## config.mk

```make
export PLATFORM = sky130hd
export DESIGN_NAME = floppy_drive_pin_interface
export DESIGN_NICKNAME = d
export VERILOG_FILES = /design/src/design/floppy_pin_pkg.sv /design/src/design/floppy_drive_pin_interface.sv
export SDC_FILE = /design/constraint.sdc
export NUM_CORES = 1
export LEC_CHECK = 0
export BUFFER_PORTS_ARGS = -buffer_cell sky130_fd_sc_hd__buf_2
export CAP_MARGIN = 20
export CORE_ASPECT_RATIO = 1.1
export CORE_MARGIN = 10
export CORE_UTILIZATION = 39
export CTS_CLUSTER_SIZE = 8
export DETAILED_ROUTE_END_ITERATION = 6
export GPL_ROUTABILITY_DRIVEN = 0
export PLACE_DENSITY_LB_ADDON = 0.1
export SETUP_SLACK_MARGIN = 0.4
export SLEW_MARGIN = 10
export SYNTH_ARGS = -nofsm -noshare
export SYNTH_HDL_FRONTEND = slang
export SYNTH_SLANG_ARGS = --single-unit
```

## constraint.sdc

```tcl
create_clock -name clk -period 1.4 [get_ports clk]
set_input_delay 0.07 -clock clk [delete_from_list [all_inputs] [get_ports clk]]
set_output_delay 0.07 -clock clk [all_outputs]
set_load 0.005 [all_outputs]
```

## src/design/floppy_pin_pkg.sv

```systemverilog
// Constants, register map and signal groups for the floppy drive pin interface.
// Assumes one synchronous clock domain and a plain register port.
//
// Overview of operation
// Extension modes: data bit 3 is the extension read data input.
// Extension modes: data bit 4 is the extension media change input, active low.
// Pins without an extension function are released: bits 5-7 single, bit 5 dual.
// Dual extension mode: data bit 6 drives extension motor A, open drain, low.
// Dual extension mode: data bit 7 drives extension drive select A, low.
// Printer mode: data pins carry the parallel port data bus bits.
// Pin select field 00 gives density bit 1, 01 gives general purpose bit.
// Pin select field 10 gives keyboard port bit, 11 the system interrupt.
// Head select pin high picks side 0, low picks side 1.
// Direction pin high steps outward, low steps inward.
// Step pin pulses low on open drain for each track move.
// Write data pin carries precompensated data, active low, open drain.
// Motor pins are active low: motor A enables drive 0, B drive 1.
// Drive select A and B pins are active low open drain enables.
// The drive holds media change low at power on and on removal.
// The drive holds write protect low for a protected diskette.
// The drive holds track zero low over the outermost track.
// The drive holds index low over the index hole.
// Input pull-ups are off while the pull-up disable bit 7 is set.
// Extension modes: data bits 0, 1, 2 are index, track zero, write protect.
// Extension inputs replace primary inputs for the drive on the extension port.

package floppy_pin_pkg;

  // ****************************************************************
  // Register map
  // ****************************************************************
  localparam logic [3:0] PIN_SELECT_ADDR = 4'h0;
  localparam logic [3:0] FLOPPY_CFG_ADDR = 4'h1;
  localparam logic [3:0] PORT_MODE_ADDR = 4'h2;
  localparam logic [3:0] PIN_STATUS_ADDR = 4'h3;
  localparam int PULLUP_DIS_BIT = 7;
  localparam logic [1:0] PIN_SELECT_RESET = 2'h0;
  localparam logic [7:0] FLOPPY_CFG_RESET = 8'h00;
  localparam logic [1:0] PORT_MODE_RESET = 2'h0;

  // ****************************************************************
  // Field encodings
  // ****************************************************************
  localparam logic [1:0] SEL_DENSITY = 2'h0;
  localparam logic [1:0] SEL_GPIO = 2'h1;
  localparam logic [1:0] SEL_KBD = 2'h2;
  localparam logic [1:0] SEL_SCI = 2'h3;
  localparam logic [1:0] MODE_PRINTER = 2'h0;
  localparam logic [1:0] MODE_EXT_SINGLE = 2'h1;
  localparam logic [1:0] MODE_EXT_DUAL = 2'h2;

  // Controller side drive requests, all active high.
  typedef struct packed {
    logic den0;
    logic den1;
    logic side1;
    logic write_en;
    logic write_data;
    logic step;
    logic inward;
    logic motor_a;
    logic motor_b;
    logic sel_a;
    logic sel_b;
  } ctl_drive_t;

  // Drive status inputs as seen on the pins, active low except read data.
  typedef struct packed {
    logic media_change_n;
    logic read_serial_in;
    logic write_protect_n;
    logic track_zero_n;
    logic index_hole_n;
  } drive_in_t;

  // One bit per open-drain drive control pin.
  typedef struct packed {
    logic density_sel_0;
    logic head;
    logic write_en;
    logic write_serial_out_n;
    logic step;
    logic dir;
    logic motor_b_n;
    logic motor_a_n;
    logic drive_sel_a_n;
    logic drive_sel_b_n;
  } drive_od_t;

endpackage

```

## src/design/floppy_drive_pin_interface.sv

```systemverilog
// Pin multiplexer between the floppy controller, the drive connector, the
// eight parallel data pins and the second density select pin.
// Assumes all inputs are synchronous to clk and pin levels are resolved outside.
//
// The implementer's own choices: the address map and the plain strobed port.
`timescale 1ns/1ps
`default_nettype none

module floppy_drive_pin_interface #(
  parameter int ADDR_W = 4
) (
  input wire logic clk, // System clock, 25 MHz.
  input wire logic reset, // Synchronous reset, active high.
  input wire logic [ADDR_W-1:0] reg_addr, // Register address.
  input wire logic [7:0] reg_wdata, // Register write data.
  input wire logic reg_write, // Write strobe.
  input wire logic reg_read, // Read strobe.
  output logic [7:0] reg_rdata, // Read data, one cycle after the strobe.
  input wire floppy_pin_pkg::ctl_drive_t ctl, // Controller drive requests.
  output floppy_pin_pkg::drive_in_t ctl_drive_in, // Merged status to controller.
  input wire floppy_pin_pkg::drive_in_t drive_in, // Primary connector inputs.
  output floppy_pin_pkg::drive_od_t drive_od_o, // Open-drain pin levels.
  output floppy_pin_pkg::drive_od_t drive_od_oe, // Open-drain enables, high pulls low.
  output logic [4:0] input_pullup_en, // Pull-up enables for the status inputs.
  input wire logic [7:0] pp_data_o, // Parallel port core data out.
  input wire logic [7:0] pp_data_oe, // Parallel port core data enable.
  output logic [7:0] pp_data_i, // Parallel data back to the port core.
  input wire logic [7:0] par_data_i, // Parallel data pin levels.
  output logic [7:0] par_data_o, // Parallel data pin drive.
  output logic [7:0] par_data_oe, // Parallel data pin enables.
  input wire logic density_sel_1_i, // Second density pin level.
  output logic density_sel_1_o, // Second density pin drive.
  output logic density_sel_1_oe, // Second density pin enable.
  input wire logic gpio1_bit0_o, // General purpose core drive.
  input wire logic gpio1_bit0_oe, // General purpose core enable.
  output logic gpio1_bit0_i, // Pin level to the general purpose core.
  output logic irq_channel_in_1, // Pin level as interrupt channel input.
  input wire logic kbd_ctrl_port_bit12_o, // Keyboard port drive.
  input wire logic kbd_ctrl_port_bit12_oe, // Keyboard port enable.
  output logic kbd_ctrl_port_bit12_i, // Pin level to the keyboard port.
  input wire logic system_ctrl_irq // System control interrupt source.
);

  // ****************************************************************
  // Parameter check
  // ****************************************************************
  // The map needs four distinct word addresses.
  if (ADDR_W < 2)
  begin : g_bad_addr
    $error("ADDR_W must be at least 2");
  end

  // ****************************************************************
  // Configuration registers
  // ****************************************************************
  logic [1:0] pin_select_cfg_a_reg;
  logic [7:0] floppy_cfg_f_reg;
  logic [1:0] port_mode_reg;
  logic [7:0] reg_rdata_reg;
  logic [7:0] rdata_next;
  logic hit;

  // Upper address bits must be zero, so aliases read as unmapped.
  assign hit = (reg_addr >> 2) == '0;

  // Software writes; reserved mode code 3 behaves as printer mode.
  always_ff @(posedge clk)
  begin
    if (reset)
    begin
      pin_select_cfg_a_reg <= floppy_pin_pkg::PIN_SELECT_RESET;
      floppy_cfg_f_reg <= floppy_pin_pkg::FLOPPY_CFG_RESET;
      port_mode_reg <= floppy_pin_pkg::PORT_MODE_RESET;
    end
    else if (reg_write && hit)
    begin
      case (reg_addr[1:0])
        floppy_pin_pkg::PIN_SELECT_ADDR[1:0]: pin_select_cfg_a_reg <= reg_wdata[1:0];
        floppy_pin_pkg::FLOPPY_CFG_ADDR[1:0]: floppy_cfg_f_reg <= reg_wdata;
        floppy_pin_pkg::PORT_MODE_ADDR[1:0]: port_mode_reg <= reg_wdata[1:0];
        default: ;
      endcase
    end
  end

  // Read mux; the status word shows the raw primary pins.
  always_comb
  begin
    rdata_next = 8'h00;
    if (hit)
    begin
      case (reg_addr[1:0])
        floppy_pin_pkg::PIN_SELECT_ADDR[1:0]: rdata_next = {6'h00, pin_select_cfg_a_reg};
        floppy_pin_pkg::FLOPPY_CFG_ADDR[1:0]: rdata_next = floppy_cfg_f_reg;
        floppy_pin_pkg::PORT_MODE_ADDR[1:0]: rdata_next = {6'h00, port_mode_reg};
        default: rdata_next = {3'h0, drive_in};
      endcase
    end
  end

  // Read data stands only in the cycle after the strobe.
  always_ff @(posedge clk)
  begin
    if (reset || !reg_read)
      reg_rdata_reg <= 8'h00;
    else
      reg_rdata_reg <= rdata_next;
  end
  assign reg_rdata = reg_rdata_reg;

  // ****************************************************************
  // Mode decode
  // ****************************************************************
  logic ext_mode;
  logic dual_mode;
  logic ext_selected;
  floppy_pin_pkg::drive_in_t ext_in;

  assign dual_mode = port_mode_reg == floppy_pin_pkg::MODE_EXT_DUAL;
  assign ext_mode = dual_mode || port_mode_reg == floppy_pin_pkg::MODE_EXT_SINGLE;
  // Single mode hangs drive B on the extension port; dual mode hangs both.
  assign ext_selected = dual_mode || (ext_mode && ctl.sel_b);
  assign ext_in = {par_data_i[4], par_data_i[3], par_data_i[2], par_data_i[1], par_data_i[0]};

  // ****************************************************************
  // Drive control outputs
  // ****************************************************************
  floppy_pin_pkg::drive_od_t drive_od_oe_reg;
  floppy_pin_pkg::drive_od_t drive_od_oe_next;

  // Open drain: the enable pulls the pin low, so it is the active-low level.
  always_comb
  begin
    drive_od_oe_next.density_sel_0 = !ctl.den0;
    drive_od_oe_next.head = ctl.side1;
    drive_od_oe_next.write_en = ctl.write_en;
    drive_od_oe_next.write_serial_out_n = ctl.write_data;
    drive_od_oe_next.step = ctl.step;
    drive_od_oe_next.dir = ctl.inward;
    drive_od_oe_next.motor_b_n = ctl.motor_b;
    drive_od_oe_next.motor_a_n = ctl.motor_a;
    drive_od_oe_next.drive_sel_a_n = ctl.sel_a;
    drive_od_oe_next.drive_sel_b_n = ctl.sel_b;
  end

  // The pins are registered, so each follows its request one cycle late.
  always_ff @(posedge clk)
  begin
    if (reset)
      drive_od_oe_reg <= '0;
    else
      drive_od_oe_reg <= drive_od_oe_next;
  end
  assign drive_od_oe = drive_od_oe_reg;
  assign drive_od_o = '0;

  // ****************************************************************
  // Parallel data pins
  // ****************************************************************
  logic [7:0] par_data_o_reg;
  logic [7:0] par_data_oe_reg;
  logic [7:0] pp_data_i_reg;

  // Printer mode passes the port core through; extension modes release all
  // but the two dual-mode outputs, which copy the primary requests.
  always_ff @(posedge clk)
  begin
    if (reset)
    begin
      par_data_o_reg <= 8'h00;
      par_data_oe_reg <= 8'h00;
    end
    else if (!ext_mode)
    begin
      par_data_o_reg <= pp_data_o;
      par_data_oe_reg <= pp_data_oe;
    end
    else
    begin
      par_data_o_reg <= 8'h00;
      par_data_oe_reg <= {dual_mode && ctl.sel_a, dual_mode && ctl.motor_a, 6'h00};
    end
  end
  assign par_data_o = par_data_o_reg;
  assign par_data_oe = par_data_oe_reg;

  // The port core sees zero while the pins belong to the drive.
  always_ff @(posedge clk)
  begin
    if (reset || ext_mode)
      pp_data_i_reg <= 8'h00;
    else
      pp_data_i_reg <= par_data_i;
  end
  assign pp_data_i = pp_data_i_reg;

  // ****************************************************************
  // Status inputs and pull-ups
  // ****************************************************************
  floppy_pin_pkg::drive_in_t ctl_drive_in_reg;
  logic [4:0] input_pullup_en_reg;

  // Idle high after reset so nothing reads as an active status at once.
  always_ff @(posedge clk)
  begin
    if (reset)
      ctl_drive_in_reg <= '1;
    else if (ext_selected)
      ctl_drive_in_reg <= ext_in;
    else
      ctl_drive_in_reg <= drive_in;
  end
  assign ctl_drive_in = ctl_drive_in_reg;

  // Pull-ups default on, as the drive outputs are open collector.
  always_ff @(posedge clk)
  begin
    if (reset)
      input_pullup_en_reg <= 5'h1F;
    else
      input_pullup_en_reg <= {5{!floppy_cfg_f_reg[floppy_pin_pkg::PULLUP_DIS_BIT]}};
  end
  assign input_pullup_en = input_pullup_en_reg;

  // ****************************************************************
  // Second density select pin
  // ****************************************************************
  logic den1_o_reg;
  logic den1_oe_reg;
  logic gpio_i_reg;
  logic kbd_i_reg;

  // Pin owner follows the select field.
  always_ff @(posedge clk)
  begin
    if (reset)
    begin
      den1_o_reg <= 1'b0;
      den1_oe_reg <= 1'b0;
    end
    else
    begin
      case (pin_select_cfg_a_reg)
        floppy_pin_pkg::SEL_DENSITY:
        begin
          den1_o_reg <= 1'b0;
          den1_oe_reg <= !ctl.den1;
        end
        floppy_pin_pkg::SEL_GPIO:
        begin
          den1_o_reg <= gpio1_bit0_o;
          den1_oe_reg <= gpio1_bit0_oe;
        end
        floppy_pin_pkg::SEL_KBD:
        begin
          den1_o_reg <= kbd_ctrl_port_bit12_o;
          den1_oe_reg <= kbd_ctrl_port_bit12_oe;
        end
        default:
        begin
          den1_o_reg <= system_ctrl_irq;
          den1_oe_reg <= 1'b1;
        end
      endcase
    end
  end
  assign density_sel_1_o = den1_o_reg;
  assign density_sel_1_oe = den1_oe_reg;

  // Pin level returns only to the function that owns the pin.
  always_ff @(posedge clk)
  begin
    if (reset)
    begin
      gpio_i_reg <= 1'b0;
      kbd_i_reg <= 1'b0;
    end
    else
    begin
      gpio_i_reg <= pin_select_cfg_a_reg == floppy_pin_pkg::SEL_GPIO && density_sel_1_i;
      kbd_i_reg <= pin_select_cfg_a_reg == floppy_pin_pkg::SEL_KBD && density_sel_1_i;
    end
  end
  assign gpio1_bit0_i = gpio_i_reg;
  assign irq_channel_in_1 = gpio_i_reg;
  assign kbd_ctrl_port_bit12_i = kbd_i_reg;

  // ****************************************************************
  // Checks
  // ****************************************************************
  logic reset_q;

  // Masks the first cycle after reset, whose outputs still hold reset values.
  always_ff @(posedge clk)
  begin
    reset_q <= reset;
  end
endmodule

`default_nettype wire

```

=== Word-level counts from Yosys, hierarchy flattened ===
Cells that the tools add are included.
W data, S select, Z words.

* Bits in latches: 0
* Bits in writable memories: 0
* ROM bits: 0
* Memories kept: 0
* Register bits: 64
* Input port bits: 62

* $mul: 0
* Reduce and logical (&&, ||, !) cells: 22
* Bitwise operators: 1
* Div/mod/pow operators: 0
* Equal/unequal tests: 6
* Shift-type cells: 0
* Magnitude comparators: 0
* $add $sub $neg: 0
* Muxes and demuxes: 5

{| class="wikitable"
|+ Operator list
! kind !! number
|-
| $pmux W8 S3 || 1
|-
| $mux W8 || 1
|-
| $eq A2 B1 Y1 const B || 3
|-
| $eq A2 B2 Y1 const B || 3
|-
| $logic_and A1 B1 Y1 || 6
|-
| $pmux W1 S3 || 2
|-
| $reduce_and A2 Y1 || 3
|-
| $mux W5 || 1
|-
| $logic_not A1 Y1 || 4
|-
| $logic_not A2 Y1 || 2
|-
| $logic_not A4 Y1 || 1
|-
| $logic_or A1 B1 Y1 || 4
|-
| $reduce_or A2 Y1 || 2
|-
| $not A1 Y1 || 1
|}

=== Longest topological paths before layout ===
* Word-level depth: 5
* Depth in mapped cells: 5

=== Worst setup path after synthesis ===
Ideal clock, no wire load.

* Path type: flip-flop to flip-flop
* From: register port_mode_reg[0]
* To: register ctl_drive_in_reg, in the netlist ctl_drive_in[0]
* Cell stages (with the launch flop): 6
* Arrival: 1.293 ns
* Setup time: 0.120 ns
* Path slack: -0.013 ns
* Cells stage by stage: dfxtp_1 > inv_1 > ha_1 > nor2b_2 > nor2_1 > a211o_1

* Cells in the longest elaborated chain, start to end: 5
* Elaborated cells on any way between the ends: 6
* Those cells by class: eq/ne (2); mux (1); reduce/logical (3)

{| class="wikitable"
|+ Ends and longest elaborated chain
! element !! RTL line !! source
|-
| from (decl) || floppy_drive_pin_interface.sv:58 || <nowiki>logic [1:0] port_mode_reg;</nowiki>
|-
| from (signal assigned) || floppy_drive_pin_interface.sv:73 || <nowiki>port_mode_reg <= floppy_pin_pkg::PORT_MODE_RESET;</nowiki>
|-
| from (signal assigned) || floppy_drive_pin_interface.sv:80 || <nowiki>floppy_pin_pkg::PORT_MODE_ADDR[1:0]: port_mode_reg <= reg_wdata[1:0];</nowiki>
|-
| $eq A2 B2 Y1 or $eq A2 B1 Y1 (tied branches) || floppy_drive_pin_interface.sv:119, floppy_drive_pin_interface.sv:120 ||
|-
| $logic_or A1 B1 Y1 || floppy_drive_pin_interface.sv:120 || <nowiki>assign ext_mode = dual_mode || port_mode_reg == floppy_pin_pkg::MODE_EXT_SINGLE;</nowiki>
|-
| $logic_and A1 B1 Y1 || floppy_drive_pin_interface.sv:122 || <nowiki>assign ext_selected = dual_mode || (ext_mode && ctl.sel_b);</nowiki>
|-
| $logic_or A1 B1 Y1 * || floppy_drive_pin_interface.sv:122 ||
|-
| $mux W5 * || floppy_drive_pin_interface.sv:208 || <nowiki>else if (ext_selected)</nowiki>
|-
| to (signal assigned) || floppy_drive_pin_interface.sv:209 || <nowiki>ctl_drive_in_reg <= ext_in;</nowiki>
|-
| to (signal assigned) || floppy_drive_pin_interface.sv:211 || <nowiki>ctl_drive_in_reg <= drive_in;</nowiki>
|-
| to (decl) || floppy_drive_pin_interface.sv:200 || <nowiki>floppy_pin_pkg::drive_in_t ctl_drive_in_reg;</nowiki>
|}

Every way passes the cells marked *; elsewhere a longest branch is shown, timed or not.
A chain may end at the register's enable or synchronous reset.

=== Final worst setup path ===
* From: register port_mode_reg[0]
* To: register ctl_drive_in_reg, in the netlist ctl_drive_in[1]

The elaborated chain is that of the path after synthesis.

==> impl_metrics.toml <==
[global_routing]
grt_use_total_pct = 14.7
grt_pass1_wl_mm = 11.0
antenna_found_initial = 0
grt_max_degree = 28
grt_pass1_vias = 2053
grt-ovfl-total = 0
use_met2_pct = 24.5
gr-usage-met1_pct = 16.8
gr-max-usage-layer = "met2"
gr-usage-met3_pct = 5.66

[placed_design]
portBuffers = 118
place_inst = 389
pre_cts_ws_ns = -0.102
hpwlAfterDp_mm = 4.76

[floorplanning]
num_rows = 29
coreArea_sq_mm = 0.00577
io_pins = 129
start_util_pct = 40.3
die_h_microns = 101
die_x_microns = 93.6
dieArea_sq_mm = 0.00944

[synth]
syn_area_per_cell_sq_um = 11.3
ys.flop_type = "dfxtp_1"
synth-seq-cells = 64
yosysTopAreaCell = "dfxtp_1"
synth-async-reset-ratio_pct = 0
synth_enable_flop_cells = 0
yosysSeqAreaShare_pct = 55.2
synth_top_area_share_pct = 55.2
yosysWarnings = 0
ys_types = 29
synthCells = 206
syn_area_sq_mm = 0.00232
netlist_top_cells_area = "dfxtp_1 (55%), and2_1 (6.5%), mux2i_1 (6.5%), nand2b_1 (5.4%), buf_4 (5.2%)"

[worst_setup_path]
crit_path_max_fanout = 6
path_class = "reg -> reg"
r2r_cells = 5
endpoint_kind = "flip-flop"
startpoint_type = "flip-flop"
rr_endpoint = "ctl_drive_in[1]"
r2r_slack_ns = 0.14
critPathRequiredTime_ns = 1.62
reg2reg_from = "port_mode_reg[0]"
worst_ep_arrival_time_ns = 1.48

[clocking]
cts_max_path_buffers = 2
clock-sinks = 64
cts_tree = "yes"
path_clk_slew_ns = 0.07
clk_latency_ns = 0.32
cts_buffers = 9
cts_max_level = 3
cts_root_buf = "clkbuf_8"

[min_path]
hold_end = "ctl_drive_in[0]"
hp-class = "in -> reg"
min_from = "drive_in[0]"
holdPathStages = 2

[timing]
holdWs_ns = 0.00859
hold_violations = 0
setup_violations = 0
max_freq_mhz = 791
fin_worst_skew_ns = 0.00479
fin_crit_sh_pct = 90.3
setup_ws_ns = 0.135
finalCriticalPeriod_ns = 1.26
rsz0062_at_grt = "true"
fin_setup_tns_ns = 0
slew_viol_final = 0

[layout]
final_cells = 459
ff_latch_area_sq_mm = 0.00129
drive_gt1_share_pct = 43.7
fin_nets = 440
final_common_cell = "buf_2"
multi_input_area_sq_um = 991
syn_to_final_growth_pct = 58.7
n_fill_cell = 473
layout_common_cells = "buf_2 (118), dfxtp_1 (60), dlygate4sd3_1 (44)"
largest_reg_flops = 10
fin_util_pct = 63.9
diodes = 0

[detailed_routing]
wl_per_cell_microns = 14.8
routed_wl_mm = 6.78
viasPerCell = 4.23
detailroute.via_count = 1942
drc = 0
first_pass_iters = 4
final_antenna_net_count = 0
drt_iter0_markers = 64

[run_status]
status = "finished, final reports clean"

[power]
peakVddDrop_uv = 417
leakage_nw = 1.77
p_per_area_mw_per_mm2 = 1050

[run]
maxCapViolations = 0
[through the flow]
step | power, mW | instance area (sq um)
2_1_floorplan | 2.11 | 2390
3_3_place_gp | 2.28 | 2940
3_5_place_dp | 2.28 | 2940
5_1_grt | 4.04 | 3690
6_report | 3.86 | 3690
4_1_cts | 3.89 | 3660
[power breakdown]
part	leakage, nW	total, mW	switching [mW]	internal, mW
registers	0.530	1.91	0.0179	1.89
logic	1.14	0.452	0.176	0.276
clock network	0.102	1.50	0.660	0.844
total	1.77	3.86	0.855	3.01
[cells by family after synthesis]
logic type	share of synthesized area, %
muxes	9.21
AOI/OAI and AO/OA	4.96
adders and majority gates	0.539
other	0.161
buffers and inverters	7.11
and+or+nand+nor	22.8
DFF	55.2
[timing repair]
item | 4_1_cts | 5_1_grt
gates resized for setup | 5 | 6
buffers inserted | 5 | 2
hold buffers | 44 | 0
setup endpoints to repair | 29 | 32
hold endpoints to repair | 47 | 0
gates cloned | 3 | 0
pin swaps | 28 | 8
[routing by layer]
metal,up-vias,part of all wire [%]
met5,-,0
met3,6,7.5
met4,0,0.87
met2,78,51
li1,996,-
met1,862,41
[how the worst max path moves through the flow]
stage	startpoint	end	cells after the start
after CTS	port_mode_reg[0]	ctl_drive_in[0]	5
final	port_mode_reg[0]	ctl_drive_in[1]	5
after detailed placement	port_mode_reg[0]	par_data_o[3]	4
after global placement	port_mode_reg[0]	par_data_oe[1]	4
after global routing	port_mode_reg[0]	ctl_drive_in[0]	5
after floorplan	port_mode_reg[0]	ctl_drive_in[0]	5
[synthesized netlist by cell type, types with 2 or more instances]
library cell / count
mux2i_1: 15
nor3b_2: 2
dfxtp_1: 64
nand2b_1: 20
o21a_1: 5
nor2b_1: 12
clkbuf_1: 7
inv_1: 2
nor2_1: 6
nand2_1: 4
and2_1: 24
a211o_1: 6
mux4_1: 2
nor4bb_1: 2
nand3b_1: 3
a21oi_1: 4
buf_4: 16
[final cells by class]
class,count,share of cell area [%]
sequential,64,35.0
timing repair buffer,172,30.0
multi-input combinational,128,26.9
clock buffer,14,4.99
tap,77,2.61
clock inverter,2,0.272
inverter,2,0.204
[worst max-delay path: stages (launching register included)]
cell     delay [ns]
dfxtp_2        0.33
inv_2          0.04
ha_4           0.25
nor2b_4        0.19
nor2_4         0.07
a211o_1        0.28
Note: power is estimated with default switching activity, not from simulation.
